--- src/verilog/llfs_pkg.sv ---
`default_nettype none
package llfs_pkg;

    // ==========================================
    // frame timing
    localparam int unsigned LOST_FRAME_COUNT = 25000;
    localparam logic [14:0] CNT_RESET        = 15'h0000;

    // ==========================================
    // positions
    localparam int unsigned      POS_W       = 16;
    localparam int unsigned      SAFE_W      = 11;
    localparam logic [10:0]      SAFE_NONE   = 11'h400;
    localparam int unsigned      SAFE_DIR_BIT = 10;
    localparam logic [15:0]      CONFIRM_STEPS = 16'h000a;
    localparam logic [15:0]      POS_RESET   = 16'h0000;
    localparam logic [10:0]      SAFE_RESET  = 11'h400;

    // ==========================================
    // application command codes
    localparam logic [6:0] CMD_READ_POS     = 7'h00;
    localparam logic [6:0] CMD_FULL_STATUS  = 7'h01;
    localparam logic [6:0] CMD_OTP_READ     = 7'h02;
    localparam logic [6:0] CMD_SHORT_STATUS = 7'h03;
    localparam logic [6:0] CMD_SAFE_MOVE    = 7'h04;
    localparam logic [6:0] CMD_IMM_HALT     = 7'h05;
    localparam logic [6:0] CMD_POS_RESET    = 7'h06;
    localparam logic [6:0] CMD_DEC_HALT     = 7'h0f;
    localparam logic [6:0] CMD_DYNID_ASSIGN = 7'h11;

    // ==========================================
    // command pointers
    localparam logic [3:0] PTR_GP2        = 4'h0;
    localparam logic [3:0] PTR_GP4        = 4'h1;
    localparam logic [3:0] PTR_READ_POS   = 4'h2;
    localparam logic [3:0] PTR_SHORT_STAT = 4'h3;
    localparam logic [3:0] PTR_MOVE16     = 4'h4;
    localparam logic [3:0] PTR_COMPACT1   = 4'h5;
    localparam logic [3:0] PTR_COMPACT2   = 4'h6;
    localparam logic [3:0] PTR_COMPACT4   = 4'h7;
    localparam logic [3:0] PTR_PREPARE    = 4'h8;
    localparam logic [3:0] PTR_MOVE_PARAM = 4'h9;
    localparam int unsigned NUM_PTR       = 10;
    localparam logic [5:0] DYNID_RESET    = 6'h3f;

    // ==========================================
    // sequencer states
    typedef enum logic [3:0] {
        LLFS_IDLE,
        LLFS_DECIDE,
        LLFS_REF_RUN,
        LLFS_REF_WAIT,
        LLFS_CONFIRM,
        LLFS_CONFIRM_WAIT,
        LLFS_SAFE_MOVE,
        LLFS_SAFE_WAIT,
        LLFS_PARK
    } llfs_state_e;

    // motion request carried to the position controller
    typedef struct packed {
        logic        start;
        logic        absolute;
        logic        to_stall;
        logic        use_otp_param;
        logic        negative;
        logic [15:0] target;
    } llfs_move_s;

    // one-time-programmable settings
    typedef struct packed {
        logic sleep_enable;
        logic failsafe_motion;
        logic dir_invert;
    } llfs_otp_s;

endpackage
`default_nettype wire

--- src/verilog/llfs_sequencer.sv ---
`default_nettype none
// What this block does
// RULE_01 - lost-link flag after 25000 silent frame periods
// RULE_02 - sleep after lost link only with the low-power bit
// RULE_03 - motion bit zero: no reference run; one: reference if needed
// RULE_04 - autonomous motion needs lost link, and motion bit or target not 0x400
// RULE_05 - referenced, lost in operation: one absolute safe move
// RULE_06 - unreferenced: negative half-range move to stall, OTP params
// RULE_07 - clear position at stall; normal case adds 10-step confirm
// RULE_08 - then move to safe target, skipped for 0x400
// RULE_09 - use the RAM copy of the safe target
// RULE_10 - safe target goes to target position, absolute move
// RULE_11 - park in stop or sleep per low-power bit
// RULE_12 - the safe target is eleven bits wide
// RULE_13 - floating address pin acts as lost link, no sleep with bus
// RULE_14 - lost at power-on, motion bit zero: absolute safe move
// RULE_15 - power-on end-stop direction follows the invert bit
// RULE_16 - power-on second move: bit 10 with invert, OTP params
// RULE_17 - power-on case omits the second move for 0x400
// RULE_18 - ten command pointers
// RULE_19 - addressed identifiers carry the slave address in bits 2:0
// RULE_20 - general-purpose frames map to pointers 0000 and 0001
// RULE_21 - decode command codes 0x00-0x06, 0x0f and 0x11
// RULE_22 - master assigns the preparing-frame identifier first
// RULE_23 - any valid frame restarts the gap counter
module llfs_sequencer
    import llfs_pkg::*;
#(
    parameter int unsigned LOST_FRAMES = LOST_FRAME_COUNT
) (
    // clock and reset
    input  wire logic             clk,
    input  wire logic             rstn,
    // otp settings and straps
    input  wire llfs_otp_s        otp,
    input  wire logic             hardwired_address_pin_float,
    input  wire logic [2:0]       slave_address,
    // bus frame events
    input  wire logic             frame_tick,
    input  wire logic             frame_valid,
    input  wire logic [5:0]       frame_id,
    input  wire logic             cmd_valid,
    input  wire logic [6:0]       cmd_code,
    // identifier assignment
    input  wire logic             dynid_we,
    input  wire logic [3:0]       dynid_ptr,
    input  wire logic [5:0]       dynid_value,
    // safe target and referencing from the command side
    input  wire logic             safe_target_we,
    input  wire logic [10:0]      safe_target_wdata,
    input  wire logic             referenced_set,
    // motion controller feedback
    input  wire logic             move_done,
    input  wire logic             stall_reached,
    input  wire logic [15:0]      half_range,
    input  wire logic [15:0]      current_position,
    // register port
    input  wire logic [3:0]       reg_addr,
    input  wire logic [15:0]      reg_wdata,
    input  wire logic             reg_we,
    input  wire logic             reg_re,
    output logic      [15:0]      reg_rdata,
    // decoded frame and command
    output logic                  ptr_hit,
    output logic      [3:0]       command_pointer,
    output logic      [6:0]       cmd_decoded,
    // motion and power
    output llfs_move_s            move,
    output logic                  position_clear,
    output logic      [15:0]      target_position,
    output logic                  lost_link,
    output logic                  stop_state,
    output logic                  sleep_state
);

    // ==========================================
    // reset release
    logic rst_meta_q;
    logic rst_sync_q;
    always_ff @(posedge clk or negedge rstn) begin
        if (!rstn) begin
            rst_meta_q <= 1'b0;
            rst_sync_q <= 1'b0;
        end else begin
            rst_meta_q <= 1'b1;
            rst_sync_q <= rst_meta_q;
        end
    end
    wire logic rst_n = rst_sync_q;

    // ==========================================
    // lost-link gap counter
    localparam logic [14:0] LOST_LAST = 15'(LOST_FRAMES - 1);
    logic [14:0] gap_q;
    logic        lost_q;
    logic        bus_seen_q;
    wire logic   gap_full = frame_tick && (gap_q == LOST_LAST);
    wire logic [14:0] gap_d =
        frame_valid ? CNT_RESET :                        // see RULE_23
        (frame_tick && !lost_q) ? gap_q + 15'h0001 : gap_q;
    always_ff @(posedge clk or negedge rst_n) begin
        if (!rst_n) begin
            gap_q      <= CNT_RESET;
            lost_q     <= 1'b0;
            bus_seen_q <= 1'b0;
        end else begin
            gap_q      <= gap_d;
            if (gap_full && !frame_valid)
                lost_q <= 1'b1;                          // see RULE_01
            else if (frame_valid)
                lost_q <= 1'b0;
            if (frame_valid)
                bus_seen_q <= 1'b1;
        end
    end

    // ==========================================
    // dynamic identifier table, one slot per pointer
    logic [5:0] dynid_q [NUM_PTR];
    logic [NUM_PTR-1:0] hit_vec;
    // pointers whose identifiers carry the slave address in bits 2:0
    localparam logic [NUM_PTR-1:0] ADDR_PTRS = 10'h21c;
    genvar gi;
    generate
        for (gi = 0; gi < NUM_PTR; gi++) begin : g_ptr
            always_ff @(posedge clk or negedge rst_n) begin
                if (!rst_n)
                    dynid_q[gi] <= DYNID_RESET;
                else if (dynid_we && dynid_ptr == 4'(gi))
                    dynid_q[gi] <= dynid_value;
            end
            // see RULE_19
            assign hit_vec[gi] = ADDR_PTRS[gi] ?
                (frame_id[5:3] == dynid_q[gi][5:3] &&
                 frame_id[2:0] == slave_address) :
                (frame_id == dynid_q[gi]);
        end
    endgenerate

    // lowest matching pointer wins; gp frames are slots 0 and 1
    logic [3:0] ptr_sel;
    always_comb begin
        ptr_sel = PTR_GP2;
        for (int i = NUM_PTR - 1; i >= 0; i--) begin
            if (hit_vec[i])
                ptr_sel = 4'(i);                         // see RULE_18
        end
    end
    wire logic any_hit = |hit_vec;                       // see RULE_20

    // ==========================================
    // application command decode
    wire logic cmd_known =
        cmd_code == CMD_READ_POS     || cmd_code == CMD_FULL_STATUS ||
        cmd_code == CMD_OTP_READ     || cmd_code == CMD_SHORT_STATUS ||
        cmd_code == CMD_SAFE_MOVE    || cmd_code == CMD_IMM_HALT ||
        cmd_code == CMD_POS_RESET    || cmd_code == CMD_DEC_HALT ||
        cmd_code == CMD_DYNID_ASSIGN;                    // see RULE_21
    // an unknown code is passed on as all ones so downstream ignores it
    wire logic [6:0] cmd_d = cmd_known ? cmd_code : 7'h7f;
    wire logic safe_cmd = cmd_valid && cmd_code == CMD_SAFE_MOVE;
    wire logic reset_cmd = cmd_valid && cmd_code == CMD_POS_RESET;

    // ==========================================
    // safe target ram copy and referencing
    llfs_state_e st_q;
    llfs_state_e st_d;
    wire logic   seq_ref_done = (st_q == LLFS_REF_WAIT) && stall_reached;
    logic [10:0] safe_q;
    logic        ref_q;
    logic        otp_mot_q;
    wire logic   reg_safe_we = reg_we && reg_addr == 4'h0;
    always_ff @(posedge clk or negedge rst_n) begin
        if (!rst_n) begin
            safe_q <= SAFE_RESET;
            ref_q  <= 1'b0;
        end else begin
            if (safe_target_we)
                safe_q <= safe_target_wdata;             // see RULE_09
            else if (reg_safe_we)
                safe_q <= reg_wdata[10:0];               // see RULE_12
            if (referenced_set || reset_cmd || seq_ref_done)
                ref_q <= 1'b1;
        end
    end

    // ==========================================
    // fail-safe sequencer
    logic        startup_q;
    wire logic   trigger = lost_q ||                     // see RULE_13
                           hardwired_address_pin_float;
    wire logic   has_target = safe_q != SAFE_NONE;
    wire logic   want_ref = otp.failsafe_motion &&
                            (startup_q || !ref_q);       // see RULE_03
    wire logic   may_sleep = otp.sleep_enable &&         // see RULE_02
                             !(hardwired_address_pin_float && !lost_q);

    always_comb begin
        st_d = st_q;
        case (st_q)
            LLFS_IDLE: begin
                if (trigger || safe_cmd)
                    st_d = LLFS_DECIDE;                  // see RULE_04
            end
            LLFS_DECIDE: begin
                if (want_ref)
                    st_d = LLFS_REF_RUN;                 // see RULE_06
                else if (has_target)
                    st_d = LLFS_SAFE_MOVE;               // see RULE_05
                else
                    st_d = LLFS_PARK;
            end
            LLFS_REF_RUN:  st_d = LLFS_REF_WAIT;
            LLFS_REF_WAIT: begin
                if (stall_reached)
                    st_d = startup_q ? (has_target ? LLFS_SAFE_MOVE
                                                   : LLFS_PARK) // see RULE_17
                                     : LLFS_CONFIRM;     // see RULE_07
            end
            LLFS_CONFIRM: st_d = LLFS_CONFIRM_WAIT;
            LLFS_CONFIRM_WAIT: begin
                if (move_done)
                    st_d = has_target ? LLFS_SAFE_MOVE   // see RULE_08
                                      : LLFS_PARK;
            end
            LLFS_SAFE_MOVE: st_d = LLFS_SAFE_WAIT;
            LLFS_SAFE_WAIT: begin
                if (move_done)
                    st_d = LLFS_PARK;
            end
            LLFS_PARK: begin
                if (frame_valid && !trigger)
                    st_d = LLFS_IDLE;
            end
            default: st_d = LLFS_IDLE;
        endcase
    end

    // motion request built from the next state
    llfs_move_s mv_d;
    always_comb begin
        mv_d = '0;
        case (st_d)
            LLFS_REF_RUN: begin
                mv_d.start         = 1'b1;
                mv_d.to_stall      = 1'b1;
                mv_d.use_otp_param = 1'b1;
                mv_d.negative      = ~otp.dir_invert;    // see RULE_15
                mv_d.target        = half_range;
            end
            LLFS_CONFIRM: begin
                mv_d.start         = 1'b1;
                mv_d.use_otp_param = 1'b1;
                mv_d.negative      = ~otp.dir_invert;
                mv_d.target        = CONFIRM_STEPS;
            end
            LLFS_SAFE_MOVE: begin
                mv_d.start         = 1'b1;
                mv_d.absolute      = 1'b1;               // see RULE_10
                mv_d.use_otp_param = startup_q;
                mv_d.negative      = safe_q[SAFE_DIR_BIT] ^
                                     otp.dir_invert;     // see RULE_16
                mv_d.target = {{(POS_W-SAFE_W){safe_q[SAFE_W-1]}}, safe_q};
            end
            default: mv_d = '0;
        endcase
    end

    // ==========================================
    // state and output registers
    always_ff @(posedge clk or negedge rst_n) begin
        if (!rst_n) begin
            st_q            <= LLFS_IDLE;
            startup_q       <= 1'b1;
            otp_mot_q       <= 1'b0;
            move            <= '0;
            position_clear  <= 1'b0;
            target_position <= POS_RESET;
            lost_link       <= 1'b0;
            stop_state      <= 1'b0;
            sleep_state     <= 1'b0;
            ptr_hit         <= 1'b0;
            command_pointer <= PTR_GP2;
            cmd_decoded     <= 7'h7f;
        end else begin
            st_q           <= st_d;
            otp_mot_q      <= otp.failsafe_motion;
            // power-on case ends once traffic was seen or the sequencer was parked (see RULE_14)
            if (bus_seen_q || (st_q == LLFS_PARK))
                startup_q  <= 1'b0;
            move           <= mv_d;
            position_clear <= seq_ref_done;              // see RULE_07
            if (st_d == LLFS_SAFE_MOVE)
                target_position <= mv_d.target;          // see RULE_10
            lost_link      <= lost_q;
            stop_state     <= (st_d == LLFS_PARK) && !may_sleep; // see RULE_11
            sleep_state    <= (st_d == LLFS_PARK) && may_sleep;
            ptr_hit        <= frame_valid && any_hit;
            if (frame_valid && any_hit)
                command_pointer <= ptr_sel;
            if (cmd_valid)
                cmd_decoded <= cmd_d;
        end
    end

    // ==========================================
    // register read port: 0 safe target, 1 status, 2 position
    logic [15:0] rd_d;
    always_comb begin
        case (reg_addr)
            4'h0:    rd_d = {5'h00, safe_q};
            4'h1:    rd_d = {7'h00, otp_mot_q, startup_q, ref_q,
                             sleep_state, stop_state, lost_q, 3'(st_q)};
            4'h2:    rd_d = current_position;
            default: rd_d = 16'h0000;
        endcase
    end
    always_ff @(posedge clk or negedge rst_n) begin
        if (!rst_n)
            reg_rdata <= 16'h0000;
        else
            reg_rdata <= reg_re ? rd_d : 16'h0000;
    end

endmodule
`default_nettype wire

--- config.mk ---
export PLATFORM = sky130hd
export DESIGN_NAME = llfs_sequencer
export DESIGN_NICKNAME = d
export VERILOG_FILES = /design/src/verilog/llfs_pkg.sv /design/src/verilog/llfs_sequencer.sv
export SDC_FILE = /design/constraint.sdc
export NUM_CORES = 1
export LEC_CHECK = 0
export BUFFER_PORTS_ARGS = -buffer_cell sky130_fd_sc_hd__buf_2
export CAP_MARGIN = 15
export CORE_MARGIN = 2
export CORE_UTILIZATION = 54
export DETAILED_ROUTE_END_ITERATION = 12
export HOLD_SLACK_MARGIN = 0.03
export PLACE_DENSITY = 0.81
export SYNTH_ARGS = -nofsm -noshare
export SYNTH_HDL_FRONTEND = slang
export SYNTH_SLANG_ARGS = --single-unit
--- constraint.sdc ---
create_clock -name clk -period 5.7 [get_ports clk]
set_input_delay 1.14 -clock clk [delete_from_list [all_inputs] [get_ports clk]]
set_output_delay 1.14 -clock clk [all_outputs]
set_load 0.02 [all_outputs]
==> results_tabular.tex <==
\begin{tabular}{lr}
\hline
Metric & Value \\
\hline
\multicolumn{2}{l}{\textbf{Placement}} \\
\quad Port bufs & 168 \\
\quad Global placer's final weighted congestion & 0.855 \\
\quad Placed wire-length estimate & approximately 12 mm \\
\multicolumn{2}{l}{\textbf{Floorplanning}} \\
\quad Starting density of the core & $\sim$56\% \\
\quad Number of ports placed on the die boundary & 174 \\
\quad Die area & 14,000 um2 \\
\quad Number of rows in the core area & 41 \\
\quad Horizontal extent of the die & $\sim$120 um \\
\quad Die Y & 118 um \\
\quad Standard cell core area & 12,700 um2 \\
\multicolumn{2}{l}{\textbf{Route}} \\
\quad Violation count after the first detailed-routing iteration & 582 \\
\quad DRC violations left & 0 \\
\quad WL per Instance & approximately 18 um \\
\quad Total via count after detailed routing & $\sim$5,400 \\
\quad Final routed wirelength across all metal layers & 17.0 mm \\
\quad ANT nets after route & 0 \\
\quad First-pass iteration count of the detailed router & 7 \\
\quad Vias per Instance & between 5 and 6 \\
\multicolumn{2}{l}{\textbf{STA}} \\
\quad Maximum operating frequency & 0.344 GHz \\
\quad Unrepaired setup endpoints after global routing & no \\
\quad Worst clock skew & between 9 and 10 ps \\
\quad Total setup violations reported at the end of the flow & 0 \\
\quad Total count of max-transition violations in the final report & 0 \\
\quad Max-slew headroom at the worst pin & 33.2\% \\
\quad Setup TNS & 0 ps \\
\quad Final period util & between 50\% and 60\% \\
\quad Worst hold slack & $\sim$350 ps \\
\quad Final period demand of the worst path & 2910 ps \\
\quad Transition time at the pin with the least slew margin & about 1000 ps \\
\quad Total count of hold-check failures in the final report & 0 \\
\multicolumn{2}{l}{\textbf{Synth}} \\
\quad Per-instance average area after synthesis & 11.8 um2 \\
\quad Portion of the post-synthesis area used by sequential elements & 55.7\% \\
\quad Proportion of netlist area held by the largest area contributor & 34.4\% \\
\quad Cell area after technology mapping & 7050 um2 \\
\quad Gate Count Post-Synth & 596 \\
\quad FF+latch count, synth & 154 \\
\quad Count of flip-flops with a built-in enable after synthesis & 0 \\
\quad Most numerous cell types in the synthesized netlist & 97 x sky130\_fd\_sc\_hd\_\_dfrtp\_1, 57 x sky130\_fd\_sc\_hd\_\_dfstp\_2, 48 x sky130\_fd\_sc\_hd\_\_mux2\_2, 43 x sky130\_fd\_sc\_hd\_\_nor2\_1, 40 x sky130\_fd\_sc\_hd\_\_xor2\_1 \\
\quad Dominant cells by area after synthesis & sky130\_fd\_sc\_hd\_\_dfrtp\_1 34\%, sky130\_fd\_sc\_hd\_\_dfstp\_2 21\%, sky130\_fd\_sc\_hd\_\_mux2\_2 7.7\% \\
\quad Most instantiated flip-flop cell in the synthesis netlist & sky130\_fd\_sc\_hd\_\_dfrtp\_1 \\
\quad Post-synth cell types & 65 \\
\quad Async SR Flop Fraction & 100\% \\
\quad Synth Warn \# & 0 \\
\quad Leading cell type by number of instances after synthesis & sky130\_fd\_sc\_hd\_\_dfrtp\_1 \\
\quad Most area-hungry cell type in the Yosys netlist & sky130\_fd\_sc\_hd\_\_dfrtp\_1 \\
\quad Synthesized Nets & 702 \\
\multicolumn{2}{l}{\textbf{GRT}} \\
\quad GR Layer Usage met1 & 30.1\% \\
\quad Most Used Layer, Global Route & met2 \\
\quad GRT Overall Usage & 25.4\% \\
\quad Number of antenna violations at the first check in global routing & 0 \\
\quad Total gr overflow & 0 \\
\quad Global-route wire length before repair & 27.9 mm \\
\quad Pin count of the biggest net entering global routing & between 70 and 80 \\
\quad Global routing met2 resource utilization & 44.7\% \\
\quad Fraction of met3 tracks used by global routing & 6.08\% \\
\quad Via count of the first global-routing pass & between 5,000 and 6,000 \\
\multicolumn{2}{l}{\textbf{Job}} \\
\quad Reported max-cap violation count & 0 \\
\multicolumn{2}{l}{\textbf{Critical path}} \\
\quad Critical path endpoint category & register \\
\quad CP Buf/Inv Count & 0 \\
\quad Kind of cell adding the most delay to the critical path & compound AO/OA/AOI/OAI gates \\
\quad Slowest stage delay, CP & roughly 680 ps \\
\quad Largest driver fanout on the critical path & 21 \\
\quad Launching element type of the critical path & register \\
\quad Worst path slowest cell & sky130\_fd\_sc\_hd\_\_a221o\_1 \\
\quad Data arrival at the endpoint of the critical path & 3210 ps \\
\quad Critical path class & register to register \\
\quad Critical path data required time & approximately 6000 ps \\
\quad Crit-path cells & nor4\_1, and3\_1, a221o\_1, o21bai\_2, mux2\_1 \\
\multicolumn{2}{l}{\textbf{Finish}} \\
\quad Layout cell share with drive strength beyond 1 & 41.7\% \\
\quad Count of antenna diodes in the layout & 0 \\
\quad Final Core Density & 68.5\% \\
\quad Synth-to-layout area growth & 23.0\% \\
\quad Nets & between 800 and 900 \\
\multicolumn{2}{l}{\textbf{Clock network}} \\
\quad Number of sinks handled by clock tree synthesis & around 150 \\
\quad Setup fix buffers added after clock tree synthesis & 0 \\
\quad Maximum level of the CTS H-tree & 4 \\
\quad Clk pin slew, worst setup/hold paths & 60 ps \\
\quad Bufs on Longest Clock Path & 2 \\
\quad TritonCTS buffer count & 17 \\
\quad TritonCTS clock tree & done \\
\quad Quantity of hold-fixing buffers added after cts & 0 \\
\quad Count of cells resized by post-cts repair & 0 \\
\quad CTS Root Buffer Type & sky130\_fd\_sc\_hd\_\_clkbuf\_16 \\
\quad Clock Latency Late Sink & approximately 430 ps \\
\multicolumn{2}{l}{\textbf{Pwr}} \\
\quad Switching share of power & roughly a third \\
\quad Worst-case vdd ir drop & roughly 0.21 mV \\
\quad Reported leakage power & 4.10 nW \\
\quad Seq pwr share & approximately two fifths \\
\quad P\_sw & 0.00118 W \\
\quad Pwr dens & approximately 430 nW/um2 \\
\quad Internal power & between 0.002 and 0.003 W \\
\quad Clock group share of total power & 32.5\% \\
\quad Combinational cell fraction of total power & between 20 and 30\% \\
\multicolumn{2}{l}{\textbf{Outcome}} \\
\quad Run status & finished, final reports clean \\
\multicolumn{2}{l}{\textbf{Hold path}} \\
\quad Hold WC Path Type & register to register \\
\hline
\end{tabular}
==> cells in the final DEF (no fill, tap or decap), types with 8 or more instances in the layout <==
cell                        count
sky130_fd_sc_hd__and3_1        11
sky130_fd_sc_hd__mux2i_1       21
sky130_fd_sc_hd__buf_2        168
sky130_fd_sc_hd__mux2_1        11
sky130_fd_sc_hd__nor3_1         8
sky130_fd_sc_hd__o21ai_0       19
sky130_fd_sc_hd__nand3_1       14
sky130_fd_sc_hd__nor2_1        43
sky130_fd_sc_hd__nand2_1       35
sky130_fd_sc_hd__mux2_2        48
sky130_fd_sc_hd__xor2_1        40
sky130_fd_sc_hd__clkbuf_16     17
sky130_fd_sc_hd__nor4_1        10
sky130_fd_sc_hd__xnor2_1       23
sky130_fd_sc_hd__a222oi_1       9
sky130_fd_sc_hd__inv_1         11
sky130_fd_sc_hd__dfrtp_1       96
sky130_fd_sc_hd__a21oi_1       20
sky130_fd_sc_hd__dfstp_2       57
==> worst register-to-register path: cells and delay by family, from the launching register on <==
family | cells | cell delay (ps)
flops | 1 | 450
simple gates | 2 | 690
mux | 1 | 410
compound gates | 2 | 1230
==> sequential cells by signal (all words and copies together), names as in the netlist, 4 cells and up <==
name	count
gap_q	15
st_q	4
cmd_decoded	7
target_position	16
command_pointer	4
safe_q	11
reg_rdata	16
dynid_q	48
move	21
==> kinds of logic after synthesis <==
kind of cell    after synthesis  synth area share [%]
flops                       154                  55.7
fa+ha+maj                     1                 0.177
simple gates                167                  12.5
other cells                   1                0.0532
buf+inv                      39                  2.39
xor+xnor                     63                  7.82
compound gates               91                  8.96
mux                          80                  12.4
==> layer usage <==
layer	vias to the layer above	share of wire (%)
li1	2449	-
met1	2663	39
met2	234	52
met3	35	6.7
met4	0	2.5
met5	-	0
==> power by group through the flow <==
stage | logic [W] | registers, W | clock network, W
3_3_place_gp | 0.000918 | 0.00155 | 0
3_5_place_dp | 0.000953 | 0.00157 | 0
6_report | 0.000952 | 0.00156 | 0.00121
2_1_floorplan | 0.000527 | 0.00168 | 0
5_1_grt | 0.00104 | 0.00158 | 0.00128
4_1_cts | 0.000961 | 0.00155 | 0.00123
==> final timing paths <==
check	depth (start not counted)	to	startpoint	slack (ps)
min in group asynchronous	0	gap_q[13]$_DFFE_PN0P_	rst_n$_DFF_PN0_	470
worst min-delay path	0	rst_n$_DFF_PN0_	rst_meta_q$_DFF_PN0_	350
worst max register to register	5	target_position[4]$_DFFE_PN0N_	safe_q[1]$_DFFE_PN0P_	2790
worst max-delay path	5	target_position[4]$_DFFE_PN0N_	safe_q[1]$_DFFE_PN0P_	2790
worst min register to register	0	rst_n$_DFF_PN0_	rst_meta_q$_DFF_PN0_	350
max in group asynchronous	1	move[0]$_DFF_PN0_	rst_n$_DFF_PN0_	3730
==> layout make-up <==
| cell class | instances | area [um2] |
|---|---|---|
| well taps | 172 | 215 |
| fillers | 924 | 3990 |
| clock buffers | 19 | 453 |
| inverters | 13 | 48.8 |
| flip-flops and latches | 154 | 3930 |
| multi-input cells | 403 | 2970 |
| repair buffers | 172 | 868 |
| clock inverters | 13 | 191 |
==> per-stage QoR <==
step | cell area (um2) | instances | power (W) | setup slack, ps
5_1_grt | 8680 | 946 | 0.00390 | 2630
4_1_cts | 8670 | 945 | 0.00374 | 2810
2_1_floorplan | 7050 | 596 | 0.00221 | 1190
3_3_place_gp | 8030 | 913 | 0.00247 | 2550
3_5_place_dp | 8030 | 913 | 0.00252 | 2490
6_report | 8680 | 946 | 0.00372 | 2790
Power figures use the tool's default switching activity.
